## src/include/octal_uart_pkg.sv

```systemverilog
/*
 * shared constants for the octal line-mode and interrupt-scanner block:
 * register decode, field positions, reset values, scanner states.
 * assumes one system clock and a byte-wide register port.
 */
package octal_uart_pkg;
	localparam int         LINES          = 8;
	localparam int         RPT_WIDTH      = 4;
	localparam int         RPT_DEPTH      = 2;
	// register select on the low three address inputs
	localparam logic [2:0] SEL_COMMAND    = 3'h0;
	localparam logic [2:0] SEL_MODE1      = 3'h1;
	localparam logic [2:0] SEL_ISUMMARY   = 3'h2;
	localparam logic [2:0] SEL_DSCSUMMARY = 3'h3;
	localparam logic [2:0] SEL_RXBUFFER   = 3'h4;
	localparam logic [2:0] SEL_HOLDING    = 3'h5;
	// command and mode-1 register fields
	localparam int         CMD_MODE_HI    = 7;
	localparam int         CMD_MODE_LO    = 6;
	localparam int         CMD_RECEIVE_IRQ_ENABLE       = 5;
	localparam int         CMD_RECEIVE_ENABLE       = 2;
	localparam int         CMD_TRANSMIT_IRQ_ENABLE       = 1;
	localparam int         CMD_TRANSMIT_ENABLE       = 0;
	localparam int         MODE1_MODEM_IRQ_ENABLE     = 5;
	// interrupt summary fields
	localparam int         ISUM_IRQ       = 7;
	localparam int         ISUM_DIR       = 0;
	// operating_mode_field encodings
	localparam logic [1:0] MODE_NORMAL    = 2'h0;
	localparam logic [1:0] MODE_ECHO      = 2'h1;
	localparam logic [1:0] MODE_LOCAL     = 2'h2;
	localparam logic [1:0] MODE_REMOTE    = 2'h3;
	// reset values and post-reset warm-up count
	localparam logic [7:0] CMD_RESET      = 8'h00;
	localparam logic [3:0] SCAN_RESET     = 4'h0;
	localparam logic [1:0] WARM_CYCLES    = 2'h3;
	typedef enum logic [1:0] {
		SCAN = 2'b01,
		HALT = 2'b10
	} scan_t;
endpackage : octal_uart_pkg

```

## src/rtl/octal_uart_modes_irq_scanner.sv

```systemverilog
/*
 * line routing per operating mode, status gating, data-set-change
 * summary and the shared interrupt scanner of an eight-line uart.
 * assumes character engines outside: they take RX_SER/enables and
 * report ready/idle flags; the host port is strobed on CLK.
 */
// Operation
// two-bit mode per line: normal, echo, local, remote; reset gives normal.
// normal: receive needs receive_enable, transmit needs transmit_enable.
// echo: input forwarded out, transmitter off, tx flags and tx interrupts cleared.
// local loopback: input pin ignored, tx serial feeds receiver, output held high.
// local loopback keeps the configured transmit and receive speeds.
// remote: input copied to output, no characters, flags off, enables cleared.
// summary registers decoded by low three address bits only.
// summary bit 7 mirrors active request; bits 6 to 4 read zero.
// summary bits 3 to 1 line number, bit 0 one for transmitter.
// summary bits 3 to 0 are the free-running scanner count; the code reorders them as in.
// modem interrupts need modem_irq_enable and receive_irq_enable with data_set_change.
// data-set-change bit cleared by writing one; zero leaves it.
// software reads then writes back the summary with interrupts off.
// reset initialises change logic; later input changes are recorded; the code also sets the bit of a modem input held low through reset.
// four-bit scanner: 0-7 receivers, 8-15 transmitters, lines in order.
// found condition stops scanner and drives request low until serviced; with the report buffer full the code parks the scanner, request high.
// receiver condition: ready with irq enable, or change with both enables.
// transmitter condition: transmit_ready with transmit_irq_enable.
// stopped scanner drives line number and direction outputs and summary.
// request released when the causing condition is cleared or serviced.
// receiver stop resumes in place; transmitter stop restarts at zero.
// host uses level-sensitive request when modem interrupts are on.
// transmit_ready means holding empty; transmitter_empty needs serializer idle too.
// scanner advances one position per clock while nothing found, wrapping.
`timescale 1ns/1ps
module octal_uart_modes_irq_scanner (
	input  wire logic                               CLK,
	input  wire logic                               RST,
	input  wire logic                               CS,
	input  wire logic                               RD,
	input  wire logic                               WR,
	input  wire logic [5:0]                         ADDR,
	input  wire logic [7:0]                         DIN,
	output logic      [7:0]                         DOUT,
	input  wire logic [octal_uart_pkg::LINES-1:0]   SERIAL_INPUT,
	output logic      [octal_uart_pkg::LINES-1:0]   SERIAL_OUTPUT,
	input  wire logic [octal_uart_pkg::LINES-1:0]   DSR_N,
	input  wire logic [octal_uart_pkg::LINES-1:0]   DCD_N,
	input  wire logic [octal_uart_pkg::LINES-1:0]   TX_SER,
	output logic      [octal_uart_pkg::LINES-1:0]   RX_SER,
	output logic      [octal_uart_pkg::LINES-1:0]   RX_ENABLE,
	output logic      [octal_uart_pkg::LINES-1:0]   TX_ENABLE,
	input  wire logic [octal_uart_pkg::LINES-1:0]   RX_READY_IN,
	input  wire logic [octal_uart_pkg::LINES-1:0]   TX_READY_IN,
	input  wire logic [octal_uart_pkg::LINES-1:0]   TX_IDLE_IN,
	output logic      [octal_uart_pkg::LINES-1:0]   RECEIVE_READY,
	output logic      [octal_uart_pkg::LINES-1:0]   TRANSMIT_READY,
	output logic      [octal_uart_pkg::LINES-1:0]   TRANSMITTER_EMPTY,
	output logic      [octal_uart_pkg::LINES-1:0]   RXBUF_READ,
	output logic      [octal_uart_pkg::LINES-1:0]   HOLDING_LOAD,
	output logic      [7:0]                         HOLDING_DATA,
	output logic                                    IRQ_N,
	output logic      [2:0]                         INTERRUPT_LINE_OUTPUTS,
	output logic                                    INTERRUPT_DIRECTION,
	output logic                                    REPORT_VALID,
	input  wire logic                               REPORT_READY,
	output logic      [octal_uart_pkg::RPT_WIDTH-1:0] REPORT_DATA
);
	import octal_uart_pkg::*;

	logic [7:0]       cmd_r [LINES];
	logic [LINES-1:0] modem_irq_enable_r;
	logic [LINES-1:0] dsc_r;
	logic [LINES-1:0] sin_s1_r, sin_s2_r, sin_s3_r, sin_r;
	logic [LINES-1:0] dsr_s1_r, dsr_s2_r, dsr_s3_r, dsr_r, dsr_old_r;
	logic [LINES-1:0] dcd_s1_r, dcd_s2_r, dcd_s3_r, dcd_r, dcd_old_r;
	logic [1:0]       warm_r;
	logic [3:0]       pos_r;
	scan_t            state_r;
	logic [LINES-1:0] rx_en, tx_en, rx_rdy, tx_rdy, rx_cond, tx_cond;
	logic             cond, rpt_ready, hit, release_now;
	logic [2:0]       line_sel;
	logic             rd_en, wr_en;

	// a pin change counts only when stages two and three agree
	function automatic logic [LINES-1:0] settle(input logic [LINES-1:0] held,
		input logic [LINES-1:0] s2, input logic [LINES-1:0] s3);
		settle = (~(s2 ^ s3) & s2) | ((s2 ^ s3) & held);
	endfunction : settle

	function automatic logic [1:0] mode_of(input logic [7:0] c);
		mode_of = c[CMD_MODE_HI:CMD_MODE_LO];
	endfunction : mode_of

	assign line_sel = ADDR[5:3];
	assign rd_en    = CS && RD;
	assign wr_en    = CS && WR;

	////////////////////////////////////////////////////////////////////////
	// pin synchronisers
	always_ff @(posedge CLK or posedge RST)
	begin
		if (RST)
		begin
			sin_s1_r <= '1;
			sin_s2_r <= '1;
			sin_s3_r <= '1;
			sin_r <= '1;
			dsr_s1_r <= '1;
			dsr_s2_r <= '1;
			dsr_s3_r <= '1;
			dsr_r <= '1;
			dcd_s1_r <= '1;
			dcd_s2_r <= '1;
			dcd_s3_r <= '1;
			dcd_r <= '1;
		end
		else
		begin
			sin_s1_r <= SERIAL_INPUT;
			sin_s2_r <= sin_s1_r;
			sin_s3_r <= sin_s2_r;
			sin_r <= settle(sin_r, sin_s2_r, sin_s3_r);
			dsr_s1_r <= DSR_N;
			dsr_s2_r <= dsr_s1_r;
			dsr_s3_r <= dsr_s2_r;
			dsr_r <= settle(dsr_r, dsr_s2_r, dsr_s3_r);
			dcd_s1_r <= DCD_N;
			dcd_s2_r <= dcd_s1_r;
			dcd_s3_r <= dcd_s2_r;
			dcd_r <= settle(dcd_r, dcd_s2_r, dcd_s3_r);
		end
	end

	////////////////////////////////////////////////////////////////////////
	// command and mode-1 registers; remote loopback holds both enables low
	always_ff @(posedge CLK or posedge RST)
	begin
		if (RST)
		begin
			for (int i = 0; i < LINES; i++)
				cmd_r[i] <= CMD_RESET;
			modem_irq_enable_r <= '0;
		end
		else
		begin
			if (wr_en && ADDR[2:0] == SEL_COMMAND)
				cmd_r[line_sel] <= DIN & 8'he7; // break and error-reset live elsewhere
			if (wr_en && ADDR[2:0] == SEL_MODE1)
				modem_irq_enable_r[line_sel] <= DIN[MODE1_MODEM_IRQ_ENABLE];
			// a same-cycle rewrite of this line's command must not lose its enables
			for (int i = 0; i < LINES; i++)
				if (mode_of(cmd_r[i]) == MODE_REMOTE && !(wr_en && ADDR[2:0] == SEL_COMMAND && line_sel == 3'(i)))
				begin
					cmd_r[i][CMD_RECEIVE_ENABLE] <= 1'b0;
					cmd_r[i][CMD_TRANSMIT_ENABLE] <= 1'b0;
				end
		end
	end

	////////////////////////////////////////////////////////////////////////
	// effective enables, gated flags and scanner conditions
	always_comb
	begin
		for (int i = 0; i < LINES; i++)
		begin
			// echo and remote never let the transmitter run
			rx_en[i] = cmd_r[i][CMD_RECEIVE_ENABLE] && mode_of(cmd_r[i]) != MODE_REMOTE;
			tx_en[i] = cmd_r[i][CMD_TRANSMIT_ENABLE] && !cmd_r[i][CMD_MODE_LO];
			rx_rdy[i] = RX_READY_IN[i] && rx_en[i];
			tx_rdy[i] = TX_READY_IN[i] && tx_en[i];
			rx_cond[i] = cmd_r[i][CMD_RECEIVE_IRQ_ENABLE] && (rx_rdy[i] || (dsc_r[i] && modem_irq_enable_r[i]));
			tx_cond[i] = tx_rdy[i] && cmd_r[i][CMD_TRANSMIT_IRQ_ENABLE];
		end
	end

	// serial routing; the engines keep their own speed settings in every mode
	always_ff @(posedge CLK or posedge RST)
	begin
		if (RST)
		begin
			SERIAL_OUTPUT <= '1;
			RX_SER <= '1;
		end
		else
		begin
			for (int i = 0; i < LINES; i++)
			begin
				unique case (mode_of(cmd_r[i]))
					MODE_NORMAL:
					begin
						SERIAL_OUTPUT[i] <= TX_SER[i];
						RX_SER[i] <= sin_r[i];
					end
					MODE_ECHO:
					begin
						SERIAL_OUTPUT[i] <= sin_r[i];
						RX_SER[i] <= sin_r[i];
					end
					MODE_LOCAL:
					begin
						SERIAL_OUTPUT[i] <= 1'b1;
						RX_SER[i] <= TX_SER[i];
					end
					MODE_REMOTE:
					begin
						SERIAL_OUTPUT[i] <= sin_r[i];
						RX_SER[i] <= 1'b1;
					end
				endcase
			end
		end
	end

	// registered status toward the engines and the status register
	always_ff @(posedge CLK or posedge RST)
	begin
		if (RST)
		begin
			RX_ENABLE <= '0;
			TX_ENABLE <= '0;
			RECEIVE_READY <= '0;
			TRANSMIT_READY <= '0;
			TRANSMITTER_EMPTY <= '0;
		end
		else
		begin
			RX_ENABLE <= rx_en;
			TX_ENABLE <= tx_en;
			RECEIVE_READY <= rx_rdy;
			TRANSMIT_READY <= tx_rdy;
			TRANSMITTER_EMPTY <= tx_rdy & TX_IDLE_IN;
		end
	end

	////////////////////////////////////////////////////////////////////////
	// data-set-change summary; the three-cycle warm-up ends before a modem input held low
	// through reset has settled, so such a line still records a change after reset
	always_ff @(posedge CLK or posedge RST)
	begin
		if (RST)
		begin
			warm_r <= '0;
			dsc_r <= '0;
			dsr_old_r <= '1;
			dcd_old_r <= '1;
		end
		else
		begin
			if (warm_r != WARM_CYCLES)
				warm_r <= warm_r + 2'h1;
			dsr_old_r <= dsr_r;
			dcd_old_r <= dcd_r;
			// set wins over a same-cycle write-one clear
			dsc_r <= (dsc_r & ~((wr_en && ADDR[2:0] == SEL_DSCSUMMARY) ? DIN : 8'h00))
				| (((dsr_r ^ dsr_old_r) | (dcd_r ^ dcd_old_r)) & {LINES{warm_r == WARM_CYCLES}});
		end
	end

	////////////////////////////////////////////////////////////////////////
	// interrupt scanner
	assign cond        = pos_r[3] ? tx_cond[pos_r[2:0]] : rx_cond[pos_r[2:0]];
	assign hit         = state_r == SCAN && cond && rpt_ready;
	assign release_now = state_r == HALT && !cond;

	// a full report buffer parks the scanner on the hit rather than losing it
	always_ff @(posedge CLK or posedge RST)
	begin
		if (RST)
		begin
			state_r <= SCAN;
			pos_r <= SCAN_RESET;
		end
		else
		begin
			unique case (state_r)
				SCAN:
				begin
					if (hit)
						state_r <= HALT;
					else if (!cond)
						pos_r <= pos_r + 4'h1;
				end
				HALT:
				begin
					if (!cond)
					begin
						state_r <= SCAN;
						pos_r <= pos_r[3] ? SCAN_RESET : pos_r;
					end
				end
			endcase
		end
	end

	// request and vector pins, registered with the stop decision
	always_ff @(posedge CLK or posedge RST)
	begin
		if (RST)
		begin
			IRQ_N <= 1'b1;
			INTERRUPT_LINE_OUTPUTS <= '0;
			INTERRUPT_DIRECTION <= 1'b0;
		end
		else
		begin
			if (hit)
			begin
				IRQ_N <= 1'b0;
				INTERRUPT_LINE_OUTPUTS <= pos_r[2:0];
				INTERRUPT_DIRECTION <= pos_r[3];
			end
			else if (release_now)
				IRQ_N <= 1'b1;
		end
	end

	report_buffer u_reports (
		.CLK       (CLK),
		.RST       (RST),
		.in_valid  (hit),
		.in_ready  (rpt_ready),
		.in_data   (pos_r),
		.out_valid (REPORT_VALID),
		.out_ready (REPORT_READY),
		.out_data  (REPORT_DATA)
	);

	////////////////////////////////////////////////////////////////////////
	// register reads and buffer strobes; summaries ignore the line bits
	always_ff @(posedge CLK or posedge RST)
	begin
		if (RST)
		begin
			DOUT <= 8'h00;
			RXBUF_READ <= '0;
			HOLDING_LOAD <= '0;
			HOLDING_DATA <= 8'h00;
		end
		else
		begin
			RXBUF_READ <= '0;
			HOLDING_LOAD <= '0;
			if (rd_en)
			begin
				unique case (ADDR[2:0])
					SEL_COMMAND:    DOUT <= cmd_r[line_sel];
					SEL_MODE1:      DOUT <= 8'(modem_irq_enable_r[line_sel]) << MODE1_MODEM_IRQ_ENABLE;
					// counter bits reordered: line number above, direction in bit 0
					SEL_ISUMMARY:   DOUT <= {state_r == HALT, 3'h0, pos_r[2:0], pos_r[3]};
					SEL_DSCSUMMARY: DOUT <= dsc_r;
					default:        DOUT <= 8'h00;
				endcase
				if (ADDR[2:0] == SEL_RXBUFFER)
					RXBUF_READ[line_sel] <= 1'b1;
			end
			if (wr_en && ADDR[2:0] == SEL_HOLDING)
			begin
				HOLDING_LOAD[line_sel] <= 1'b1;
				HOLDING_DATA <= DIN;
			end
		end
	end
endmodule : octal_uart_modes_irq_scanner

```

## src/rtl/report_buffer.sv

```systemverilog
/*
 * two-entry buffer for scanner reports, valid/ready on both sides.
 * assumes both sides on CLK; flags are registered.
 */
`timescale 1ns/1ps
module report_buffer #(
	parameter int W = octal_uart_pkg::RPT_WIDTH,
	parameter int D = octal_uart_pkg::RPT_DEPTH
) (
	input  wire logic         CLK,
	input  wire logic         RST,
	input  wire logic         in_valid,
	output logic              in_ready,
	input  wire logic [W-1:0] in_data,
	output logic              out_valid,
	input  wire logic         out_ready,
	output logic      [W-1:0] out_data
);
	import octal_uart_pkg::*;
	localparam int PW = (D > 1) ? $clog2(D) : 1;
	logic [W-1:0] mem_r [D];
	logic [PW-1:0] wp_r;
	logic [PW-1:0] rp_r;
	logic [PW:0]   cnt_r;
	logic [PW:0]   cnt_nxt;
	logic          push;
	logic          pop;

	function automatic logic [PW-1:0] bump(input logic [PW-1:0] p);
		bump = (p == PW'(D - 1)) ? '0 : p + 1'b1;
	endfunction : bump

	assign push     = in_valid && in_ready;
	assign pop      = out_valid && out_ready;
	assign out_data = mem_r[rp_r];
	assign cnt_nxt  = cnt_r + (PW+1)'(push) - (PW+1)'(pop);

	// storage and pointers
	always_ff @(posedge CLK or posedge RST)
	begin
		if (RST)
		begin
			wp_r <= '0;
			rp_r <= '0;
			cnt_r <= '0;
			for (int i = 0; i < D; i++)
				mem_r[i] <= '0;
		end
		else
		begin
			if (push)
			begin
				mem_r[wp_r] <= in_data;
				wp_r <= bump(wp_r);
			end
			if (pop)
				rp_r <= bump(rp_r);
			cnt_r <= cnt_nxt;
		end
	end

	// registered flags so a full buffer stalls the writer honestly
	always_ff @(posedge CLK or posedge RST)
	begin
		if (RST)
		begin
			in_ready <= 1'b1;
			out_valid <= 1'b0;
		end
		else
		begin
			in_ready <= (cnt_nxt != (PW+1)'(D));
			out_valid <= (cnt_nxt != '0);
		end
	end
endmodule : report_buffer

```

## config.mk

```make
export PLATFORM = sky130hd
export DESIGN_NAME = octal_uart_modes_irq_scanner
export DESIGN_NICKNAME = d
export VERILOG_FILES = /design/src/include/octal_uart_pkg.sv /design/src/rtl/octal_uart_modes_irq_scanner.sv /design/src/rtl/report_buffer.sv
export SDC_FILE = /design/constraint.sdc
export NUM_CORES = 1
export LEC_CHECK = 0
export ABC_AREA = 1
export BUFFER_PORTS_ARGS = -buffer_cell sky130_fd_sc_hd__buf_2
export CELL_PAD_IN_SITES_DETAIL_PLACEMENT = 1
export CELL_PAD_IN_SITES_GLOBAL_PLACEMENT = 2
export CORE_AREA = 5 5 161 193
export DETAILED_ROUTE_END_ITERATION = 6
export DIE_AREA = 0 0 166 198
export GPL_ROUTABILITY_DRIVEN = 0
export PLACE_DENSITY_LB_ADDON = 0.1
export SLEW_MARGIN = 5
export SYNTH_ARGS = -nofsm -noshare
export SYNTH_HDL_FRONTEND = slang
export SYNTH_HIERARCHICAL = 1
export SYNTH_SLANG_ARGS = --single-unit
```

## constraint.sdc

```tcl
create_clock -name CLK -period 20.4 [get_ports CLK]
set_clock_uncertainty 0.2 [all_clocks]
set_input_delay 3.06 -clock CLK [delete_from_list [all_inputs] [get_ports CLK]]
set_output_delay 3.06 -clock CLK [all_outputs]
set_load 0.02 [all_outputs]
```

; ---- Word level (Yosys, flattened, before mapping)
; Index checks and enable logic that the tools add are counted.
[totals]
regBits = 307
latch_bits = 0
ramBits = 0
romBits = 0
in_bits = 76
wordCells = 373
n_memories = 0
[op_classes]
add_sub_neg = 6
mul = 0
div = 0
magnitude_cmp = 8
eq_ne = 54
shifts = 0
muxes = 72
n_bitwise = 26
n_reduce_logical = 150
[ops]
columns = operator, count
row1 = $logic_and A1 B1 Y1, 86
row2 = $and A8 B8 Y8, 9
row3 = $bwmux W64, 1
row4 = $mux W59, 1
row5 = $mux W8, 7
row6 = $pmux W1 S3, 16
row7 = $or A8 B8 Y8, 5
row8 = $xor A8 B8 Y8, 5
row9 = $eq A2 B2 Y1 const B, 18
row10 = $not A8 Y8, 4
row11 = $pmux W8 S4, 1
row12 = $reduce_or A2 Y1, 16
row13 = $mux W4, 7
row14 = $ne A2 B2 Y1 const B, 14
row15 = $mux W1, 25
row16 = $bmux W8 S3, 1
row17 = $demux W8 S3, 1
row18 = $reduce_bool A2 Y1, 10
row19 = $eq A2 B1 Y1 const B, 9
row20 = $eq A3 B3 Y1 const B, 6
row21 = $logic_not A1 Y1, 17
row22 = $bwmux W8, 2
row23 = $logic_not A2 Y1, 8
row24 = $eq A3 B2 Y1 const B, 4
row25 = other kinds (27), 43

; ---- Logic depth before layout (Yosys ltp)
[depth]
depth_word = 14
depth_mapped = 22
depth_no_buf = 22

; ---- By module
; The synthesis kept the hierarchy.
[by_module_without_submodules]
columns = module, n_inst, cells_per_inst, area_per_inst_um2
row1 = octal_uart_modes_irq_scanner, 1, 947, 10476.3
row2 = report_buffer, 1, 76, 638.1

; ---- Worst setup path before layout
; No wires, ideal clock.
[synth_timing]
kind = in2reg
start = input RX_READY_IN[0] (netlist name)
end = register u_reports.out_valid
setup_time_ps = 125
t_arrival_ps = 4475
t_required_ps = 20075
setup_slack_ps = 15600
path_stages = 18
path_buffers = 0
path_cell_list = nand3_1 a21oi_2 inv_1 nand3_1 nand3_1 nand2_4 nand4_4 inv_1 nand2_2 inv_1 nand2_1 nand2_1 ha_1 inv_1 nand2_1 nand2_1 nand2_1 nand3_1
[synth_between]
elab_chain_len = 12
[synth_lines]
columns = item, line_no
row1 = from (decl), octal_uart_modes_irq_scanner.sv:50  ; input wire logic [octal_uart_pkg::LINES-1:0] RX_READY_IN,
row2 = $logic_and A1 B1 Y1, octal_uart_modes_irq_scanner.sv:167  ; rx_rdy[i] = RX_READY_IN[i] && rx_en[i];
row3 = $logic_or A1 B1 Y1, octal_uart_modes_irq_scanner.sv:169  ; rx_cond[i] = cmd_r[i][CMD_RECEIVE_IRQ_ENABLE] && (rx_rdy[i] || (dsc_r[i] && modem_irq_enable_r[i]));
row4 = $logic_and A1 B1 Y1, octal_uart_modes_irq_scanner.sv:169
row5 = $bmux W1 S3, octal_uart_modes_irq_scanner.sv:259  ; assign cond = pos_r[3] ? tx_cond[pos_r[2:0]] : rx_cond[pos_r[2:0]];
row6 = $mux W1 (implied by the code), octal_uart_modes_irq_scanner.sv:259
row7 = $mux W1, octal_uart_modes_irq_scanner.sv:259
row8 = $logic_and A1 B1 Y1 (2 in series), octal_uart_modes_irq_scanner.sv:260  ; assign hit = state_r == SCAN && cond && rpt_ready;
row9 = net hit, octal_uart_modes_irq_scanner.sv:78  ; logic cond, rpt_ready, hit, release_now;
row10 = $logic_and A1 B1 Y1, report_buffer.sv:33  ; assign push = in_valid && in_ready;
row11 = $add A2 B1 Y2, report_buffer.sv:36  ; assign cnt_nxt = cnt_r + (PW+1)'(push) - (PW+1)'(pop);
row12 = $sub A2 B1 Y2, report_buffer.sv:36
row13 = $reduce_bool A2 Y1, report_buffer.sv:73  ; out_valid <= (cnt_nxt != '0);
row14 = to (signal assigned), report_buffer.sv:73
row15 = to (decl), report_buffer.sv:15  ; output logic out_valid,
; The timed path passes the listed nets, and every way through them passes these cells. The select of a mux whose other input is x is not followed.
; A chain may end at the register's enable or synchronous reset.

; ---- Final worst setup path
[layout_timing]
start = input ADDR[3]
end = register cmd_r[50] (netlist name)
[layout_between]
elab_chain_len = 8
word_cells_on_any_way = 14
[layout_lines]
columns = item, line_no
row1 = from (decl), octal_uart_modes_irq_scanner.sv:39  ; input wire logic [5:0] ADDR,
row2 = $not A3 Y4 (implied by the code), octal_uart_modes_irq_scanner.sv:145  ; cmd_r[line_sel] <= DIN & 8'he7;
row3 = $ge A4 B4 Y1 (implied by the code) or $lt A4 B1 Y1 (tied branches), octal_uart_modes_irq_scanner.sv:145
row4 = $logic_and A1 B1 Y1 (implied by the code), octal_uart_modes_irq_scanner.sv:145
row5 = $mux W8 (implied by the code), octal_uart_modes_irq_scanner.sv:145
row6 = $demux W8 S3, octal_uart_modes_irq_scanner.sv:145
row7 = $bwmux W64, octal_uart_modes_irq_scanner.sv:145
row8 = $mux W59, octal_uart_modes_irq_scanner.sv:144  ; if (wr_en && ADDR[2:0] == SEL_COMMAND)
row9 = $mux W1, octal_uart_modes_irq_scanner.sv:150  ; if (mode_of(cmd_r[i]) == MODE_REMOTE && !(wr_en && ADDR[2:0] == SEL_COMMAND && line_sel == 3'(i)))
row10 = "to (signal, indexed assignment)", octal_uart_modes_irq_scanner.sv:145
row11 = to (decl), octal_uart_modes_irq_scanner.sv:68  ; logic [7:0] cmd_r [LINES];
; Parallel ways exist; a longest one is shown, timed or not. The select of a mux whose other input is x is not followed.

==> out/qor.yml <==
startpoint: "ADDR[3]"
period_minus_slack_ns: 4.731
cts-root-buf: "clkbuf_16"
largest_reg_flops: 48
min_path_cells: 0
ys.flop_type: "dfrtp_1"
synth_top_family_by_area: "simple AND/OR/NAND/NOR gates"
synth.area.top_cells: "dfrtp_1 (36%), dfstp_2 (31%), nand2_1 (8.5%), inv_1 (3.6%), o21ai_0 (3.4%)"
first_global_vias: 8201
cts_buffer_depth: 3
drt-total-wl_mm: 28.98
cts_resized: 0
core.rowCount: 68
path_class: "in -> reg"
synthSimpleGateAreaFrac_pct: 16.17
synth_commonest_cells: "nand2_1 (253), dfrtp_1 (160), dfstp_2 (131)"
power_mw: 1.476
cts.sink_count: 291
holdWs_ns: 0.1485
busiest_layer: "met2"
max_freq_mhz: 211.4
synth.net_count: 1102
finalCritPeriodShare_pct: 23.19
worstPathRequired_ns: 20.61
synthCells: 1023
drv_cap: 0
synth_top_area_share_pct: 36.02
postCtsHoldBufs: 0
grtUsageMet1_pct: 22.58
grt_overflow: 0
cts_setup_buffers: 0
yosys.area_share.adder_pct: 2.499
area_growth_pct: 20.11
cts_htree_levels: 1
hp-start: "dcd_s1_r[6]"
r2r_cells: 18
synth_xor_area_share_pct: 1.576
pin_count: 174
grt_use_total_pct: 17.75
use_met3_pct: 2.776
report.final.slew_viol_count: 0
r2r_start: "pos_r[0]"
synth_cell_types: 43
r2r_end: "u_reports/in_ready"
hold_viol_final: 0
fin_tns_setup_ns: 0
via_per_inst: 4.755
powerDensity_nw_per_um2: 110.6
grt_start_max_net_pins: 121
antenna_found_initial: 0
slew_headroom_pct: 32.26
port-buffer-count: 173
drive_above_1_share_pct: 32.68
die_h_um: 198
first_pass_iters: 4
dieArea_um2: 32870
p_leak_nw: 6.584
yosysWarnings: 6
setup_viol: 0
syn_avg_cell_area_um2: 10.86
syn_area_um2: 11110
drc: 0
drt_iter0_drc: 379
ys_ff_latch: 291
rsz0062_at_grt: "no"
grt_pass1_wl_mm: 46.58
wl_per_cell_um: 17.94
yosys.area.top_type: "dfrtp_1"
synth_compound_area_share_pct: 7.452
num_vias: 7679
dp_hpwl_mm: 21.16
synthMostInstantiatedCell: "nand2_1"
worstSetupStartpointType: "primary input"
cts_tree: "built"
antenna_cells: 0
coreArea_um2: 28840
cp.arrival_ns: 4.94
ant_nets: 0
use_met2_pct: 31.89
clk_pin_slew_ns: 0.06
r2r_setup_slack_ns: 17.35
async_flop_share_pct: 100.0
clock_latency_ns: 0.56
whs_endpoint: "dcd_s2_r[6]"
synth_edf_count: 0
worst_ir_drop_vdd_mv: 0.06782
regMostFlops: "cmd_r"
synth_seq_area_share_pct: 66.99
fp.dieW_um: 166
min_path_type: "reg -> reg"
start_util_pct: 38.53
outcome: "finished, final reports clean"
tightest_slew_ns: 1.016
worstSetupEndpointType: "flop"
nNetsFinal: 1285
cp_max_fo: 12
synth_mux_area_share_pct: 0.1013
numCtsBuffers: 30
## final cells by class
cell class	count	area (µm²)
clock buffer	49	968.4
clock inverter	7	43.79
fill	3200	15490
inverter	115	439.2
multi-input combinational	593	3089
sequential	291	7446
tap	385	481.7
timing repair buffer	175	880.8
## worst max-delay path, cell delays in order
cell	delay, ns
buf_2	0.10
inv_1	0.05
nor2_1	0.63
inv_1	0.27
nor2_1	0.31
nand2_1	0.30
nand2_1	0.13
o21ai_0	0.09
## cells in the final DEF (no fill, tap or decap), drive strengths merged
cell     synthesis  final
xnor2            2      2
nor3            12     12
clkbuf           4     49
o2111ai          6      6
nand3           39     39
a31oi            5      5
ha               3      3
nor2            66     66
o211ai           6      6
buf             20    175
inv            113    115
o21ai           93     93
nand2          268    268
or2              1      1
a21oi           12     12
a211oi           1      1
clkinv           2      7
dfstp          131    131
xor2            18     18
o22ai            8      8
dfrtp          160    160
maj3            24     24
nand3b           3      3
mux2             1      1
nand4           12     12
a22oi           13     13
## kinds of logic after synthesis
| kind of cell | after synthesis |
|---|---|
| AO/OA/AOI/OAI | 144 |
| multiplexers | 1 |
| buffers and inverters | 139 |
| XOR/XNOR | 20 |
| adder cells (fa/ha/maj) | 27 |
| flip-flops | 291 |
| AND/OR/NAND/NOR | 401 |
## metal layers
metal	routed length, µm	share of wire (%)
met1	12290	42
met2	14780	51
met3	1227	4.2
met4	678	2.3
met5	0	0
## metrics by stage
stage	cells	instance area, µm²	utilization, %	setup slack [ns]
final	1615	13350	46.28	15.67
after global routing	1615	13350	46.28	15.39
after CTS	1615	13350	46.28	15.67
after global placement	1559	12340	42.77	15.14
after floorplan	1023	11110	-	9.718
after detailed placement	1559	12340	42.77	15.10
## how the worst max path moves through the flow
stage / end / slack, ns / cells after the start
finish: cmd_r[50] / 15.67 / 8
global route: cmd_r[50] / 15.39 / 8
CTS: REPORT_DATA[1] / 15.67 / 4
detailed placement: cmd_r[50] / 15.10 / 8
global placement: u_reports/out_valid / 15.14 / 19
floorplan: DOUT[0] / 9.72 / 1
## power by group
group / switching [mW] / internal, mW / total [mW]
combinational: 0.147 / 0.0760 / 0.223
sequential: 0.0527 / 0.652 / 0.705
clock: 0.224 / 0.325 / 0.548
(Power assumes the default switching activity.)
